File: config.mk
export PLATFORM = sky130hd
export DESIGN_NAME = txb_top
export DESIGN_NICKNAME = d
export VERILOG_FILES = /design/src/verilog/txb_pkg.sv /design/src/verilog/txb_top.sv
export SDC_FILE = /design/constraint.sdc
export NUM_CORES = 1
export LEC_CHECK = 0
export BUFFER_PORTS_ARGS = -buffer_cell sky130_fd_sc_hd__buf_2
export CAP_MARGIN = 20
export CORE_AREA = 2 2 216 218
export DETAILED_ROUTE_END_ITERATION = 6
export DIE_AREA = 0 0 218 220
export PLACE_DENSITY_LB_ADDON = 0.1
export SETUP_SLACK_MARGIN = 0.5
export SKIP_CTS_REPAIR_TIMING = 1
export SYNTH_ARGS = -nofsm -noshare
export SYNTH_HDL_FRONTEND = slang
export SYNTH_SLANG_ARGS = --single-unit
File: constraint.sdc
create_clock -name pclk -period 4.26 [get_ports pclk]
set_clock_uncertainty 0.1 [all_clocks]
set_input_delay 0 -clock pclk [delete_from_list [all_inputs] [get_ports pclk]]
set_output_delay 0 -clock pclk [all_outputs]
set_load 0.005 [all_outputs]
File: src/verilog/txb_pkg.sv
// Purpose: Shared constants and carriers for the transmit buffer and
//          lookup block.
// Assumes: 16-bit external SRAM, word addressed, 17 address bits.
// Notes:   All APB offsets are byte addresses of aligned 32-bit words.
//
// Contract
// - Suppress bit 15 set: build no cells
// - Suppressed queues still get scheduled service times
// - Eight line buffers, 128 frames, 0x800 apart
// - E1: eight multiframes of 16 frames, 32 bytes
// - T1: 128 frames, 32-byte frames, 32-frame multiframes
// - Line bytes written in arrival order
// - E1 with T1 signalling uses T1 layout
// - Two bytes per word, 16 words per frame
// - Upper byte odd channel, lower byte even
// - E1 offset line*2048+mf*256+frame*16+chan/2
// - T1 offset uses mf*512, same split
// - Divide: 6-bit credits, 5-bit channels, 8-bit quotient
// - Modulo add: 120 for T1 structured, else 128
// - Modulo add address: 7-bit frame, 6-bit increment
// - Multiply: 6-bit frame with 5-bit channel count
// - T1 and E1 eighth-multiframe division lookups
// - One table image serves E1 and T1

package txb_pkg;

   // ---------------------------------------------------------------
   // APB register map
   // ---------------------------------------------------------------
   localparam logic [11:0] ADDR_CONFIG = 12'h000;
   localparam logic [11:0] ADDR_BUILT_CNT = 12'h004;
   localparam logic [11:0] ADDR_SKIP_CNT = 12'h008;
   localparam logic [11:0] ADDR_LINE_MODE = 12'h020;
   localparam logic [11:0] ADDR_SUPPRESS = 12'h400;
   localparam int CFG_HS_BIT = 0;
   localparam int MODE_T1_BIT = 0;
   localparam int MODE_STRUCT_BIT = 1;
   localparam int MODE_E1T1SIG_BIT = 12;
   localparam int SUPPRESS_BIT = 15;
   localparam logic [15:0] LINE_MODE_RST = 16'h0000;
   localparam logic [15:0] CNT_RST = 16'h0000;

   // ---------------------------------------------------------------
   // SRAM map, word addresses
   // ---------------------------------------------------------------
   localparam logic [16:0] TX_BUF_BASE = 17'h04000;
   localparam logic [16:0] MATH_BASE = 17'h0C000;
   localparam int LINE_SHIFT = 11;
   localparam int E1_MF_SHIFT = 8;
   localparam int T1_MF_SHIFT = 9;
   localparam int FRAME_SHIFT = 4;

   // ---------------------------------------------------------------
   // Lookup operations and result fields in the table word
   // ---------------------------------------------------------------
   typedef enum logic [2:0] {
      OP_DIV = 3'h0,
      OP_MOD_ADD = 3'h1,
      OP_MULT = 3'h2,
      OP_T1_MF_DIV = 3'h3,
      OP_E1_MF_DIV = 3'h4
   } txb_op_t;
   localparam int DIV_LSB = 0;
   localparam int MULT_LSB = 8;
   localparam int MOD128_LSB = 0;
   localparam int MOD120_LSB = 8;
   localparam int T1_MF_LSB = 0;
   localparam int E1_MF_LSB = 8;

   typedef struct packed {
      logic valid;
      logic we;
      logic [1:0] be;
      logic [16:0] addr;
      logic [15:0] wdata;
   } txb_sram_req_t;

   typedef struct packed {
      logic valid;
      logic [2:0] line;
      logic [2:0] mf;
      logic [4:0] frame;
      logic [4:0] chan;
      logic [7:0] data;
   } txb_byte_t;

   typedef struct packed {
      logic valid;
      txb_op_t op;
      logic [2:0] line;
      logic [6:0] arg_a;
      logic [5:0] arg_b;
   } txb_lk_req_t;

   typedef struct packed {
      logic valid;
      logic [15:0] word;
      logic [7:0] result;
   } txb_lk_rsp_t;

   typedef struct packed {
      logic valid;
      logic [7:0] queue;
   } txb_sched_t;

endpackage

File: src/verilog/txb_top.sv
// Purpose: Transmit frame buffer writer, math table lookups and
//          per-queue cell build inhibit, with an APB register file.
// Assumes: SRAM read data is valid one cycle after a read request.
// Notes:   Byte writes own the SRAM port; lookups use idle cycles.
`timescale 1ns/1ps

module txb_top (
   input wire logic pclk,
   input wire logic presetn,
   input wire logic psel,
   input wire logic penable,
   input wire logic pwrite,
   input wire logic [11:0] paddr,
   input wire logic [31:0] pwdata,
   output logic [31:0] prdata,
   output logic pready,
   output logic pslverr,
   input wire txb_pkg::txb_sched_t sched_in,
   output logic service_tick,
   output txb_pkg::txb_sched_t build_out,
   input wire txb_pkg::txb_byte_t byte_in,
   input wire txb_pkg::txb_lk_req_t lk_req,
   output logic lk_ready,
   output txb_pkg::txb_lk_rsp_t lk_rsp,
   output txb_pkg::txb_sram_req_t sram_req,
   input wire logic [15:0] sram_rdata
);

   // ---------------------------------------------------------------
   // State
   // ---------------------------------------------------------------
   typedef enum logic [1:0] {
      LK_IDLE = 2'b00,
      LK_PEND = 2'b01,
      LK_SENT = 2'b11,
      LK_WAIT = 2'b10
   } txb_lk_state_t;

   logic [31:0] prdata_r;
   logic pready_r;
   logic pslverr_r;
   logic hs_mode_r;
   logic [15:0] line_mode_r [8];
   logic [255:0] suppress_r;
   logic [15:0] built_cnt_r;
   logic [15:0] skip_cnt_r;
   logic service_tick_r;
   txb_pkg::txb_sched_t build_r;
   txb_pkg::txb_sram_req_t sram_r;
   txb_pkg::txb_sram_req_t sram_nxt;
   txb_lk_state_t lk_state_r;
   txb_pkg::txb_lk_req_t lk_hold_r;
   logic lk_ready_r;
   txb_pkg::txb_lk_rsp_t lk_rsp_r;
   logic [7:0] lk_result;
   logic [12:0] lk_operand;

   logic apb_setup;
   logic apb_wr;
   logic [31:0] rd_val;
   logic rd_err;
   logic sel_mode;
   logic sel_supp;
   logic [2:0] apb_line;
   logic [7:0] apb_queue;

   assign prdata = prdata_r;
   assign pready = pready_r;
   assign pslverr = pslverr_r;
   assign service_tick = service_tick_r;
   assign build_out = build_r;
   assign sram_req = sram_r;
   assign lk_ready = lk_ready_r;
   assign lk_rsp = lk_rsp_r;

   // ---------------------------------------------------------------
   // APB decode
   // ---------------------------------------------------------------
   // One wait-free access: pready rises in the first access cycle.
   assign apb_setup = psel & ~penable & ~pready_r;
   assign apb_wr = psel & penable & pready_r & pwrite;
   assign sel_mode = (paddr[11:5] == txb_pkg::ADDR_LINE_MODE[11:5]);
   assign sel_supp = (paddr[11:10] == txb_pkg::ADDR_SUPPRESS[11:10]);
   assign apb_line = paddr[4:2];
   assign apb_queue = paddr[9:2];

   always_comb begin
      rd_val = 32'h0000_0000;
      rd_err = 1'b0;
      if (paddr[1:0] != 2'b00) begin
         rd_err = 1'b1;
      end else if (paddr == txb_pkg::ADDR_CONFIG) begin
         rd_val[txb_pkg::CFG_HS_BIT] = hs_mode_r;
      end else if (paddr == txb_pkg::ADDR_BUILT_CNT) begin
         rd_val[15:0] = built_cnt_r;
      end else if (paddr == txb_pkg::ADDR_SKIP_CNT) begin
         rd_val[15:0] = skip_cnt_r;
      end else if (sel_mode) begin
         rd_val[15:0] = line_mode_r[apb_line];
      end else if (sel_supp) begin
         rd_val[txb_pkg::SUPPRESS_BIT] = suppress_r[apb_queue];
      end else begin
         rd_err = 1'b1;
      end
   end

   always_ff @(posedge pclk or negedge presetn) begin
      if (!presetn) begin
         pready_r <= 1'b0;
         prdata_r <= 32'h0000_0000;
         pslverr_r <= 1'b0;
      end else begin
         pready_r <= apb_setup;
         if (apb_setup) begin
            prdata_r <= pwrite ? 32'h0000_0000 : rd_val;
            pslverr_r <= rd_err;
         end else begin
            pslverr_r <= 1'b0;
         end
      end
   end

   // ---------------------------------------------------------------
   // Configuration registers
   // ---------------------------------------------------------------
   always_ff @(posedge pclk or negedge presetn) begin
      if (!presetn) begin
         hs_mode_r <= 1'b0;
         for (int i = 0; i < 8; i++) begin
            line_mode_r[i] <= txb_pkg::LINE_MODE_RST;
         end
      end else if (apb_wr) begin
         if (paddr == txb_pkg::ADDR_CONFIG) begin
            hs_mode_r <= pwdata[txb_pkg::CFG_HS_BIT];
         end
         if (sel_mode && paddr[1:0] == 2'b00) begin
            line_mode_r[apb_line] <= pwdata[15:0];
         end
      end
   end

   always_ff @(posedge pclk or negedge presetn) begin
      if (!presetn) begin
         suppress_r <= '0;
      end else if (apb_wr && sel_supp && paddr[1:0] == 2'b00) begin
         suppress_r[apb_queue] <= pwdata[txb_pkg::SUPPRESS_BIT];
      end
   end

   // ---------------------------------------------------------------
   // Scheduler side: service always advances, build may be inhibited
   // ---------------------------------------------------------------
   always_ff @(posedge pclk or negedge presetn) begin
      if (!presetn) begin
         service_tick_r <= 1'b0;
         build_r <= '0;
      end else begin
         service_tick_r <= sched_in.valid;
         build_r.queue <= sched_in.queue;
         build_r.valid <= sched_in.valid &
                          ~suppress_r[sched_in.queue];
      end
   end

   // Counters roll over; software clears neither, so no set/clear race.
   always_ff @(posedge pclk or negedge presetn) begin
      if (!presetn) begin
         built_cnt_r <= txb_pkg::CNT_RST;
         skip_cnt_r <= txb_pkg::CNT_RST;
      end else if (sched_in.valid) begin
         if (suppress_r[sched_in.queue]) begin
            skip_cnt_r <= skip_cnt_r + 16'h0001;
         end else begin
            built_cnt_r <= built_cnt_r + 16'h0001;
         end
      end
   end

   // ---------------------------------------------------------------
   // Frame buffer addressing
   // ---------------------------------------------------------------
   function automatic logic t1_layout(input logic [15:0] mode);
      t1_layout = mode[txb_pkg::MODE_T1_BIT] |
                  mode[txb_pkg::MODE_E1T1SIG_BIT];
   endfunction

   function automatic logic [16:0] buf_addr(
      input logic [2:0] line,
      input logic [2:0] mf,
      input logic [4:0] frame,
      input logic [4:0] chan,
      input logic t1
   );
      logic [16:0] mf_off;
      // E1 mf 0..7 frames 0..15; T1 mf 0..3 frames 0..31
      mf_off = t1 ? (17'(mf[1:0]) << txb_pkg::T1_MF_SHIFT)
                  : (17'(mf) << txb_pkg::E1_MF_SHIFT);
      buf_addr = txb_pkg::TX_BUF_BASE +
                 (17'(line) << txb_pkg::LINE_SHIFT) + mf_off +
                 (17'(t1 ? frame : {1'b0, frame[3:0]})
                    << txb_pkg::FRAME_SHIFT) +
                 17'(chan[4:1]);
   endfunction

   // ---------------------------------------------------------------
   // Lookup operand concatenation and result field select
   // ---------------------------------------------------------------
   always_comb begin
      lk_operand = 13'h0000;
      unique case (lk_hold_r.op)
         txb_pkg::OP_DIV:
            lk_operand = {2'b00, lk_hold_r.arg_a[5:0],
                          lk_hold_r.arg_b[4:0]};
         txb_pkg::OP_MOD_ADD:
            lk_operand = {lk_hold_r.arg_a, lk_hold_r.arg_b};
         txb_pkg::OP_MULT:
            lk_operand = {2'b00, lk_hold_r.arg_a[5:0],
                          lk_hold_r.arg_b[4:0]};
         txb_pkg::OP_T1_MF_DIV,
         txb_pkg::OP_E1_MF_DIV:
            lk_operand = {6'h00, lk_hold_r.arg_a};
         default:
            lk_operand = 13'h0000;
      endcase
   end

   always_comb begin
      lk_result = 8'h00;
      unique case (lk_hold_r.op)
         txb_pkg::OP_DIV:
            lk_result = sram_rdata[txb_pkg::DIV_LSB +: 8];
         txb_pkg::OP_MOD_ADD:
            if (line_mode_r[lk_hold_r.line][txb_pkg::MODE_T1_BIT] &&
                line_mode_r[lk_hold_r.line][txb_pkg::MODE_STRUCT_BIT])
            begin
               lk_result = {1'b0,
                  sram_rdata[txb_pkg::MOD120_LSB +: 7]};
            end else begin
               lk_result = {1'b0,
                  sram_rdata[txb_pkg::MOD128_LSB +: 7]};
            end
         txb_pkg::OP_MULT:
            lk_result = sram_rdata[txb_pkg::MULT_LSB +: 8];
         txb_pkg::OP_T1_MF_DIV:
            lk_result = sram_rdata[txb_pkg::T1_MF_LSB +: 8];
         txb_pkg::OP_E1_MF_DIV:
            lk_result = sram_rdata[txb_pkg::E1_MF_LSB +: 8];
         default:
            lk_result = 8'h00;
      endcase
   end

   // ---------------------------------------------------------------
   // SRAM port: byte writes first, lookups fill idle cycles
   // ---------------------------------------------------------------
   // Byte writes never stall, so arrival order is kept by construction.
   always_comb begin
      sram_nxt = '0;
      if (byte_in.valid) begin
         sram_nxt.valid = 1'b1;
         sram_nxt.we = 1'b1;
         sram_nxt.addr = buf_addr(byte_in.line, byte_in.mf,
            byte_in.frame, byte_in.chan,
            t1_layout(line_mode_r[byte_in.line]));
         sram_nxt.be = byte_in.chan[0] ? 2'b10 : 2'b01;
         sram_nxt.wdata = {byte_in.data, byte_in.data};
      end else if (lk_state_r == LK_PEND) begin
         sram_nxt.valid = 1'b1;
         sram_nxt.we = 1'b0;
         sram_nxt.be = 2'b11;
         // One table image for every mode: no mode bit in address
         sram_nxt.addr = txb_pkg::MATH_BASE +
                         17'(lk_operand);
      end
   end

   always_ff @(posedge pclk or negedge presetn) begin
      if (!presetn) begin
         sram_r <= '0;
      end else begin
         sram_r <= sram_nxt;
      end
   end

   // ---------------------------------------------------------------
   // Lookup sequencer
   // ---------------------------------------------------------------
   always_ff @(posedge pclk or negedge presetn) begin
      if (!presetn) begin
         lk_state_r <= LK_IDLE;
         lk_hold_r <= '0;
         lk_ready_r <= 1'b0;
         lk_rsp_r <= '0;
      end else begin
         lk_rsp_r.valid <= 1'b0;
         unique case (lk_state_r)
            LK_IDLE: begin
               lk_ready_r <= 1'b1;
               if (lk_req.valid && lk_ready_r) begin
                  lk_hold_r <= lk_req;
                  lk_ready_r <= 1'b0;
                  if (hs_mode_r) begin
                     // Table is not loaded in this mode: no read
                     lk_rsp_r <= '{valid: 1'b1, word: 16'h0000,
                                  result: 8'h00};
                  end else begin
                     lk_state_r <= LK_PEND;
                  end
               end
            end
            LK_PEND: begin
               if (!byte_in.valid) begin
                  lk_state_r <= LK_SENT;
               end
            end
            // Read stands on the SRAM port; its data comes a cycle later
            LK_SENT: begin
               lk_state_r <= LK_WAIT;
            end
            LK_WAIT: begin
               lk_rsp_r.valid <= 1'b1;
               lk_rsp_r.word <= sram_rdata;
               lk_rsp_r.result <= lk_result;
               lk_state_r <= LK_IDLE;
            end
         endcase
      end
   end

   // ---------------------------------------------------------------
   // Checks
   // ---------------------------------------------------------------
   a_suppress_blocks: assert property (@(posedge pclk)
      disable iff (!presetn)
      sched_in.valid && suppress_r[sched_in.queue] |=> !build_r.valid)
      else $error("cell built for suppressed queue");

   a_sched_advances: assert property (@(posedge pclk)
      disable iff (!presetn)
      sched_in.valid |=> service_tick_r &&
         build_r.queue == $past(sched_in.queue))
      else $error("service time not scheduled");

   a_write_order: assert property (@(posedge pclk)
      disable iff (!presetn)
      byte_in.valid |=> sram_r.valid && sram_r.we &&
         sram_r.wdata[7:0] == $past(byte_in.data))
      else $error("line byte not written next cycle");

   a_line_window: assert property (@(posedge pclk)
      disable iff (!presetn)
      sram_r.valid && sram_r.we |->
         sram_r.addr[16:14] == 3'h1 &&
         sram_r.addr[13:11] == $past(byte_in.line))
      else $error("byte outside its line buffer");

   a_e1_offset: assert property (@(posedge pclk)
      disable iff (!presetn)
      byte_in.valid && !t1_layout(line_mode_r[byte_in.line]) |=>
         sram_r.addr == 17'h04000 + 17'($past(byte_in.line)) * 2048 +
            17'($past(byte_in.mf)) * 256 +
            17'($past(byte_in.frame[3:0])) * 16 +
            17'($past(byte_in.chan) / 2))
      else $error("E1 buffer offset wrong");

   a_t1_offset: assert property (@(posedge pclk)
      disable iff (!presetn)
      byte_in.valid && t1_layout(line_mode_r[byte_in.line]) |=>
         sram_r.addr == 17'h04000 + 17'($past(byte_in.line)) * 2048 +
            17'($past(byte_in.mf[1:0])) * 512 +
            17'($past(byte_in.frame)) * 16 +
            17'($past(byte_in.chan) / 2))
      else $error("T1 buffer offset wrong");

   a_byte_lane: assert property (@(posedge pclk)
      disable iff (!presetn)
      byte_in.valid |=>
         sram_r.be == ($past(byte_in.chan[0]) ? 2'b10 : 2'b01))
      else $error("byte lane does not match channel parity");

   a_lookup_read: assert property (@(posedge pclk)
      disable iff (!presetn)
      lk_req.valid && lk_ready_r && !hs_mode_r |->
         ##[1:40] (sram_r.valid && !sram_r.we &&
         sram_r.addr[16:13] == 4'h6) ##2 lk_rsp_r.valid)
      else $error("lookup read not issued or answered");

   a_hs_no_read: assert property (@(posedge pclk)
      disable iff (!presetn)
      lk_req.valid && lk_ready_r && hs_mode_r |=>
         lk_rsp_r.valid ##1 (lk_state_r == LK_IDLE && !sram_r.valid ||
         sram_r.we))
      else $error("table read in high-speed unstructured mode");

endmodule

Yosys cells after proc, flatten, opt, wreduce, memory -nomap -nowiden

Cells that the tools add are included.

Reduce and logical (&&, ||, !) cells: 24
Multiplexer cells: 52
Order comparisons: 7
Equality and inequality tests: 15
Add/subtract/negate cells: 7
Bitwise gates (word level): 13

Operator list:

| operator                                                  | number |
|---|---|
| bitwise mux 256 bit                                       | 1 |
| binary-select mux 16 bit (select 3 bit)                   | 3 |
| bitwise mux 128 bit                                       | 1 |
| 2-to-1 mux 16 bit                                         | 8 |
| 2-to-1 mux 25 bit                                         | 2 |
| one-hot mux 25 bit (2 select lines)                       | 1 |
| demux 16 bit (select 3 bit)                               | 1 |
| 2-to-1 mux 21 bit                                         | 2 |
| one-hot mux 13 bit (3 select lines)                       | 1 |
| adder 16 x 1 -> 16 bit (second input constant)            | 2 |
| 2-to-1 mux 15 bit                                         | 2 |
| 2-to-1 mux 13 bit                                         | 2 |
| one-hot mux 8 bit (3 select lines)                        | 1 |
| < comparator 8 x 9 -> 1 bit (second input constant)       | 2 |
| adder 16 x 11 -> 17 bit                                   | 1 |
| adder 16 x 13 -> 17 bit (first input constant)            | 1 |
| adder 17 x 4 -> 17 bit                                    | 1 |
| adder 17 x 9 -> 17 bit                                    | 1 |
| adder 15 x 14 -> 16 bit (first input constant)            | 1 |
| binary-select mux 1 bit (select 8 bit)                    | 2 |
| 2-to-1 mux 1 bit                                          | 14 |
| == test 12 x 3 -> 1 bit (second input constant)           | 1 |
| == test 12 x 4 -> 1 bit (second input constant)           | 1 |
| greater-or-equal comparator 4 bit (second input constant) | 3 |
| other kinds (27)                                          | 63 |

Output and inout bits: 107
Bits in registers: 545

Depth between registers and ports, before layout

Word-level depth: 10
Gate-level depth with buffers: 14
Gate-level depth less buffers: 9

Least setup slack after synthesis

No wires, ideal clock.

Path kind: input to register
Start: input port paddr[2]
End: register prdata_r[15] (netlist: prdata[15])
Arrival time: 2,248 ps
Path buffers: 3
Stages: 9
Path slack: 1,783 ps
Required time: 4,031 ps
Path through: buf_2 -> buf_2 -> buf_2 -> mux4_2 -> mux4_2 -> a22oi_1 -> nand3_1 -> o2111ai_1 -> nand3_1

Longest elaborated chain between the ends: 10
Elaborated cells between the ends (all ways): 16

Ends and longest elaborated chain:

| what                                                      | RTL line       | RTL |
|---|---|---|
| start, declared                                           | txb_top.sv:13  | `input wire logic [11:0] paddr,` |
| branches (longest 7 deep; another with 2-to-1 mux 16 bit) | --             |  |
| 2-to-1 mux 15 bit *                                       | txb_top.sv:92  | `end else if (paddr == txb_pkg::ADDR_CONFIG) begin` |
| 2-to-1 mux 16 bit *                                       | txb_top.sv:90  | `if (paddr[1:0] != 2'b00) begin` |
| 2-to-1 mux 16 bit *                                       | txb_top.sv:115 | `prdata_r <= pwrite ? 32'h0000_0000 : rd_val;` |
| end signal, assigned                                      | txb_top.sv:115 |  |
| end, declared                                             | txb_top.sv:39  | `logic [31:0] prdata_r;` |

Mark *: on every way between the ends. The select of a mux whose other input is x is not followed.
A chain may end at the register's enable or synchronous reset.

Worst setup path after layout

Start: input port sched_in[0] (netlist bit)
End: register skip_cnt_r[13]

Longest elaborated chain between the ends: 3

Ends and longest elaborated chain:

| what                                   | RTL line       | RTL |
|---|---|---|
| start, declared                        | txb_top.sv:18  | `input wire txb_pkg::txb_sched_t sched_in,` |
| binary-select mux 1 bit (select 8 bit) | txb_top.sv:171 | `if (suppress_r[sched_in.queue]) begin` |
| 2-to-1 mux 1 bit (implied by the code) | txb_top.sv:171 |  |
| AND reduction 2 bit (no source line)   | --             |  |
| end signal, assigned                   | txb_top.sv:169 | `skip_cnt_r <= txb_pkg::CNT_RST;` |
| end signal, assigned                   | txb_top.sv:172 | `skip_cnt_r <= skip_cnt_r + 16'h0001;` |
| end, declared                          | txb_top.sv:46  | `logic [15:0] skip_cnt_r;` |

Every way passes these cells. The select of a mux whose other input is x is not followed.

==> summary.md <==
| Metric | Value |
|---|---|
| Status | finished, violations left |
| Failing checks | negative hold slack |
| Normalized max-slew margin | 0.332 |
| WL/cell | 24.2 µm |
| Most frequent cell after synthesis | dfrtp_1 |
| Ys Warns | 0 |
| CP peak stage delay | 0.54 ns |
| CP dominant cell by count | buf_4 |
| Site Rows | 79 |
| Critical path's top delay family | buffers and inverters |
| Clk slew on worst S/H paths | 0.06 ns |
| Number of CTS-inserted buffers | between 50 and 60 |
| Largest net degree at the start of global routing | ~150 |
| Layout cells sized above 1 | 0.380 |
| Cell taking the most area after synthesis | dfrtp_1 |
| Setup slack, reg-to-reg | approximately 1.2 ns |
| Hpwl dp | around 46000 µm |
| Starting Density | 0.589 |
| Crit share post-route | 0.774 |
| Die Wd | roughly 220 µm |
| Final Slew Violations | 0 |
| Crit-path cells | dlygate4sd3_1 > buf_2 > buf_4 > nand3_1 > o21ai_0 > a211oi_1 > a221oi_1 > nand4_1 > o21ai_2 > buf_4 > nor3b_1 > xor2_1 |
| DRC viols | 0 |
| MaxCap Viol Count | 0 |
| Worst vdd ir | 368 µV |
| Synth area leaders | dfrtp_1, mux2_2, mux4_2 |
| RSZ-0062 raised after global routing | false |
| Worst path slowest cell | buf_2 |
| Final layout net count | around 2500 |
| Hold Slack | -0.0356 ns |
| Worst EP required | 4.70 ns |
| Fin util | 0.686 |
| DRT iter0 DRCs | around 1700 |
| Top_reg_cell synth | dfrtp_1 |
| CTS HTree Levels | 2 |
| Crit Path Max Fanout | 17 |
| Most frequent cells after synthesis | dfrtp_1, mux2_2, nand2_1 |
| GRT overflow | 0 |
| Number of antenna violations at the first check in global routing | 0 |
| Max Clk Rate | 0.303 GHz |
| Area of the multi-input gates | about 13000 µm² |
| Bufs on Longest Clock Path | 3 |
| Worst min path class | in2reg |
| CTS tree | yes |
| Cell count after synthesis | approximately 2200 |
| Layout filler cell count | 3274 |
| FFs w/ async S/R, synth | 1.00 |
| Pwr Total | 12.3 mW |
| Sum of negative setup slack | 0 ns |
| Fin. Hold Viols | 2 |
| Via Count | 19500 |
| Die Y | around 220 µm |
| Routability-driven placement congestion ratio | 0.872 |
| Non-Filler Instances | just over 3000 |
| PortBufs | roughly 190 |
| Final WL | 74300 µm |
| Worst-skew pair later-pin latency | 0.62 ns |
| LEAKAGE | 14.6 nW |
| First-pass GRT wire length | between 100000 and 150000 µm |
| Crit path DAT | roughly 3.7 ns |
| Buf+Inv Stages, Crit Path | 4 |
| Post-layout instance area | 31500 µm² |
| IO Pins | 226 |
| Placed Area | 28400 µm² |
| Placeable core region | roughly 46000 µm² |
| Mapped Area | 27000 µm² |
| Crit. End Element | register |
| Worst Slack Setup Final | 0.963 ns |
| Power density over the cells | roughly 400 nW/µm² |
| Setup violations, final | 0 |
| Setup crit start kind | primary input |
| Unique masters post-synth | 56 |
| Pre-CTS WS | 0.810 ns |
| Root buf cell | clkbuf_16 |
| Inst Count DP | 2850 |
| DR pass1 iterations | 6 |
| #FFs+latches synth | 520 |
| Ant. Diodes | 0 |
| Sequential cell area | 13000 µm² |
| Crit path time final | 3.30 ns |
| Vias in the first global route | 19000 |
| Critical path class | in2reg |
| Sequential share of the synthesized area | 0.482 |
| Worst Tran Pin Value | 1.00 ns |
| Clock sinks | 520 |
| Post-Syn Area per Cell | 12.5 µm² |
| Post-route ant nets | 0 |
| Overall Global Routing Usage | 0.305 |
| Area Overhead vs Synth | 16.5% |
| Die area | 48000 µm² |
| Top-area cell type share of the netlist area | 0.482 |
| Vias per cell | 6.35 |
| Post-synth EDFFs | 0 |
## worst paths after layout
kind	endpoint	start	cells past startpoint
max in group asynchronous	line_mode_r[58]$_DFFE_PN0P_	presetn	4
hold / removal	prdata[0]$_DFFE_PN0P_	paddr[11]	6
setup / recovery	skip_cnt_r[13]$_DFFE_PN0P_	sched_in[0]	12
min in group asynchronous	line_mode_r[122]$_DFFE_PN0P_	presetn	3
setup reg to reg	suppress_r[145]$_DFFE_PN0P_	pready$_DFF_PN0_	8
hold reg to reg	skip_cnt_r[15]$_DFFE_PN0P_	skip_cnt_r[15]$_DFFE_PN0P_	1
## kinds of logic (layout without fill, tap and decap cells)
kind of cell / after synthesis / in the layout / share of synthesized area
buffers and inverters: 203 / 478 / 0.0350
AOI/OAI and AO/OA: 184 / 184 / 0.0470
and+or+nand+nor: 588 / 588 / 0.0967
other: 1 / 18 / 0.000139
DFF: 520 / 520 / 0.482
xor gates and xnor gates: 33 / 33 / 0.0107
muxes: 636 / 636 / 0.327
adders and majority gates: 3 / 3 / 0.00139
## final cells by class
| class | instances | area share |
|---|---|---|
| sequential | 520 | 0.413 |
| tap | 607 | 0.0241 |
| clock buffer | 81 | 0.0523 |
| multi-input combinational | 1462 | 0.418 |
| timing repair buffer | 363 | 0.0828 |
| clock inverter | 21 | 0.00799 |
| inverter | 13 | 0.00155 |
## cells in the final DEF, fill, tap and decap left out, types with 8 or more instances in the layout
cell and count:
a211oi_1 9, a21oi_1 30, a222oi_1 14, a22o_1 24, a22oi_1 33, and2_1 15, and3_1 13, buf_2 188
buf_4 54, clkbuf_1 10, clkbuf_16 56, clkbuf_8 15, clkinv_2 12, conb_1 18, dfrtp_1 520, dlygate4sd3_1 113
inv_1 13, mux2_2 424, mux2i_1 57, mux4_2 155, nand2_1 279, nand2b_1 8, nand3_1 46, nand4_1 16
nor2_1 120, nor2b_1 36, nor3_1 25, o21ai_0 42, xnor2_1 18, xor2_1 15
## report_power, final
group | switching [mW] | leakage [nW] | total, mW | internal [mW]
Clock | 2.02 | 0.943 | 4.99 | 2.97
Sequential | 0.313 | 7.10 | 5.56 | 5.25
Combinational | 0.963 | 6.54 | 1.77 | 0.804
## state kept, by name, indices dropped and copies added (netlist names)
register	cells
line_mode_r	128
lk_hold_r	19
lk_state_r	2
prdata	16
service_tick	1
lk_ready	1
lk_rsp	25
build_out	9
built_cnt_r	16
skip_cnt_r	16
suppress_r	256
pready	1
sram_req	28
hs_mode_r	1
pslverr	1
## routing by layer
layer	up-vias	part of all wire	track usage
met5	-	0	0
met3	203	0.059	0.0436
li1	8369	-	-
met2	769	0.50	0.500
met4	0	0.040	0.123
met1	10100	0.40	0.413
## worst reg2reg max path, stage by stage (launching register included)
cell	delay, ns
dfrtp_1	0.36
nand4_1	0.12
nor3_1	0.38
and3_1	0.28
nand2b_1	0.23
nor2_1	0.62
buf_4	0.41
nand2_1	0.12
mux2_2	0.30
No activity file was read; power rests on OpenSTA's default activity.
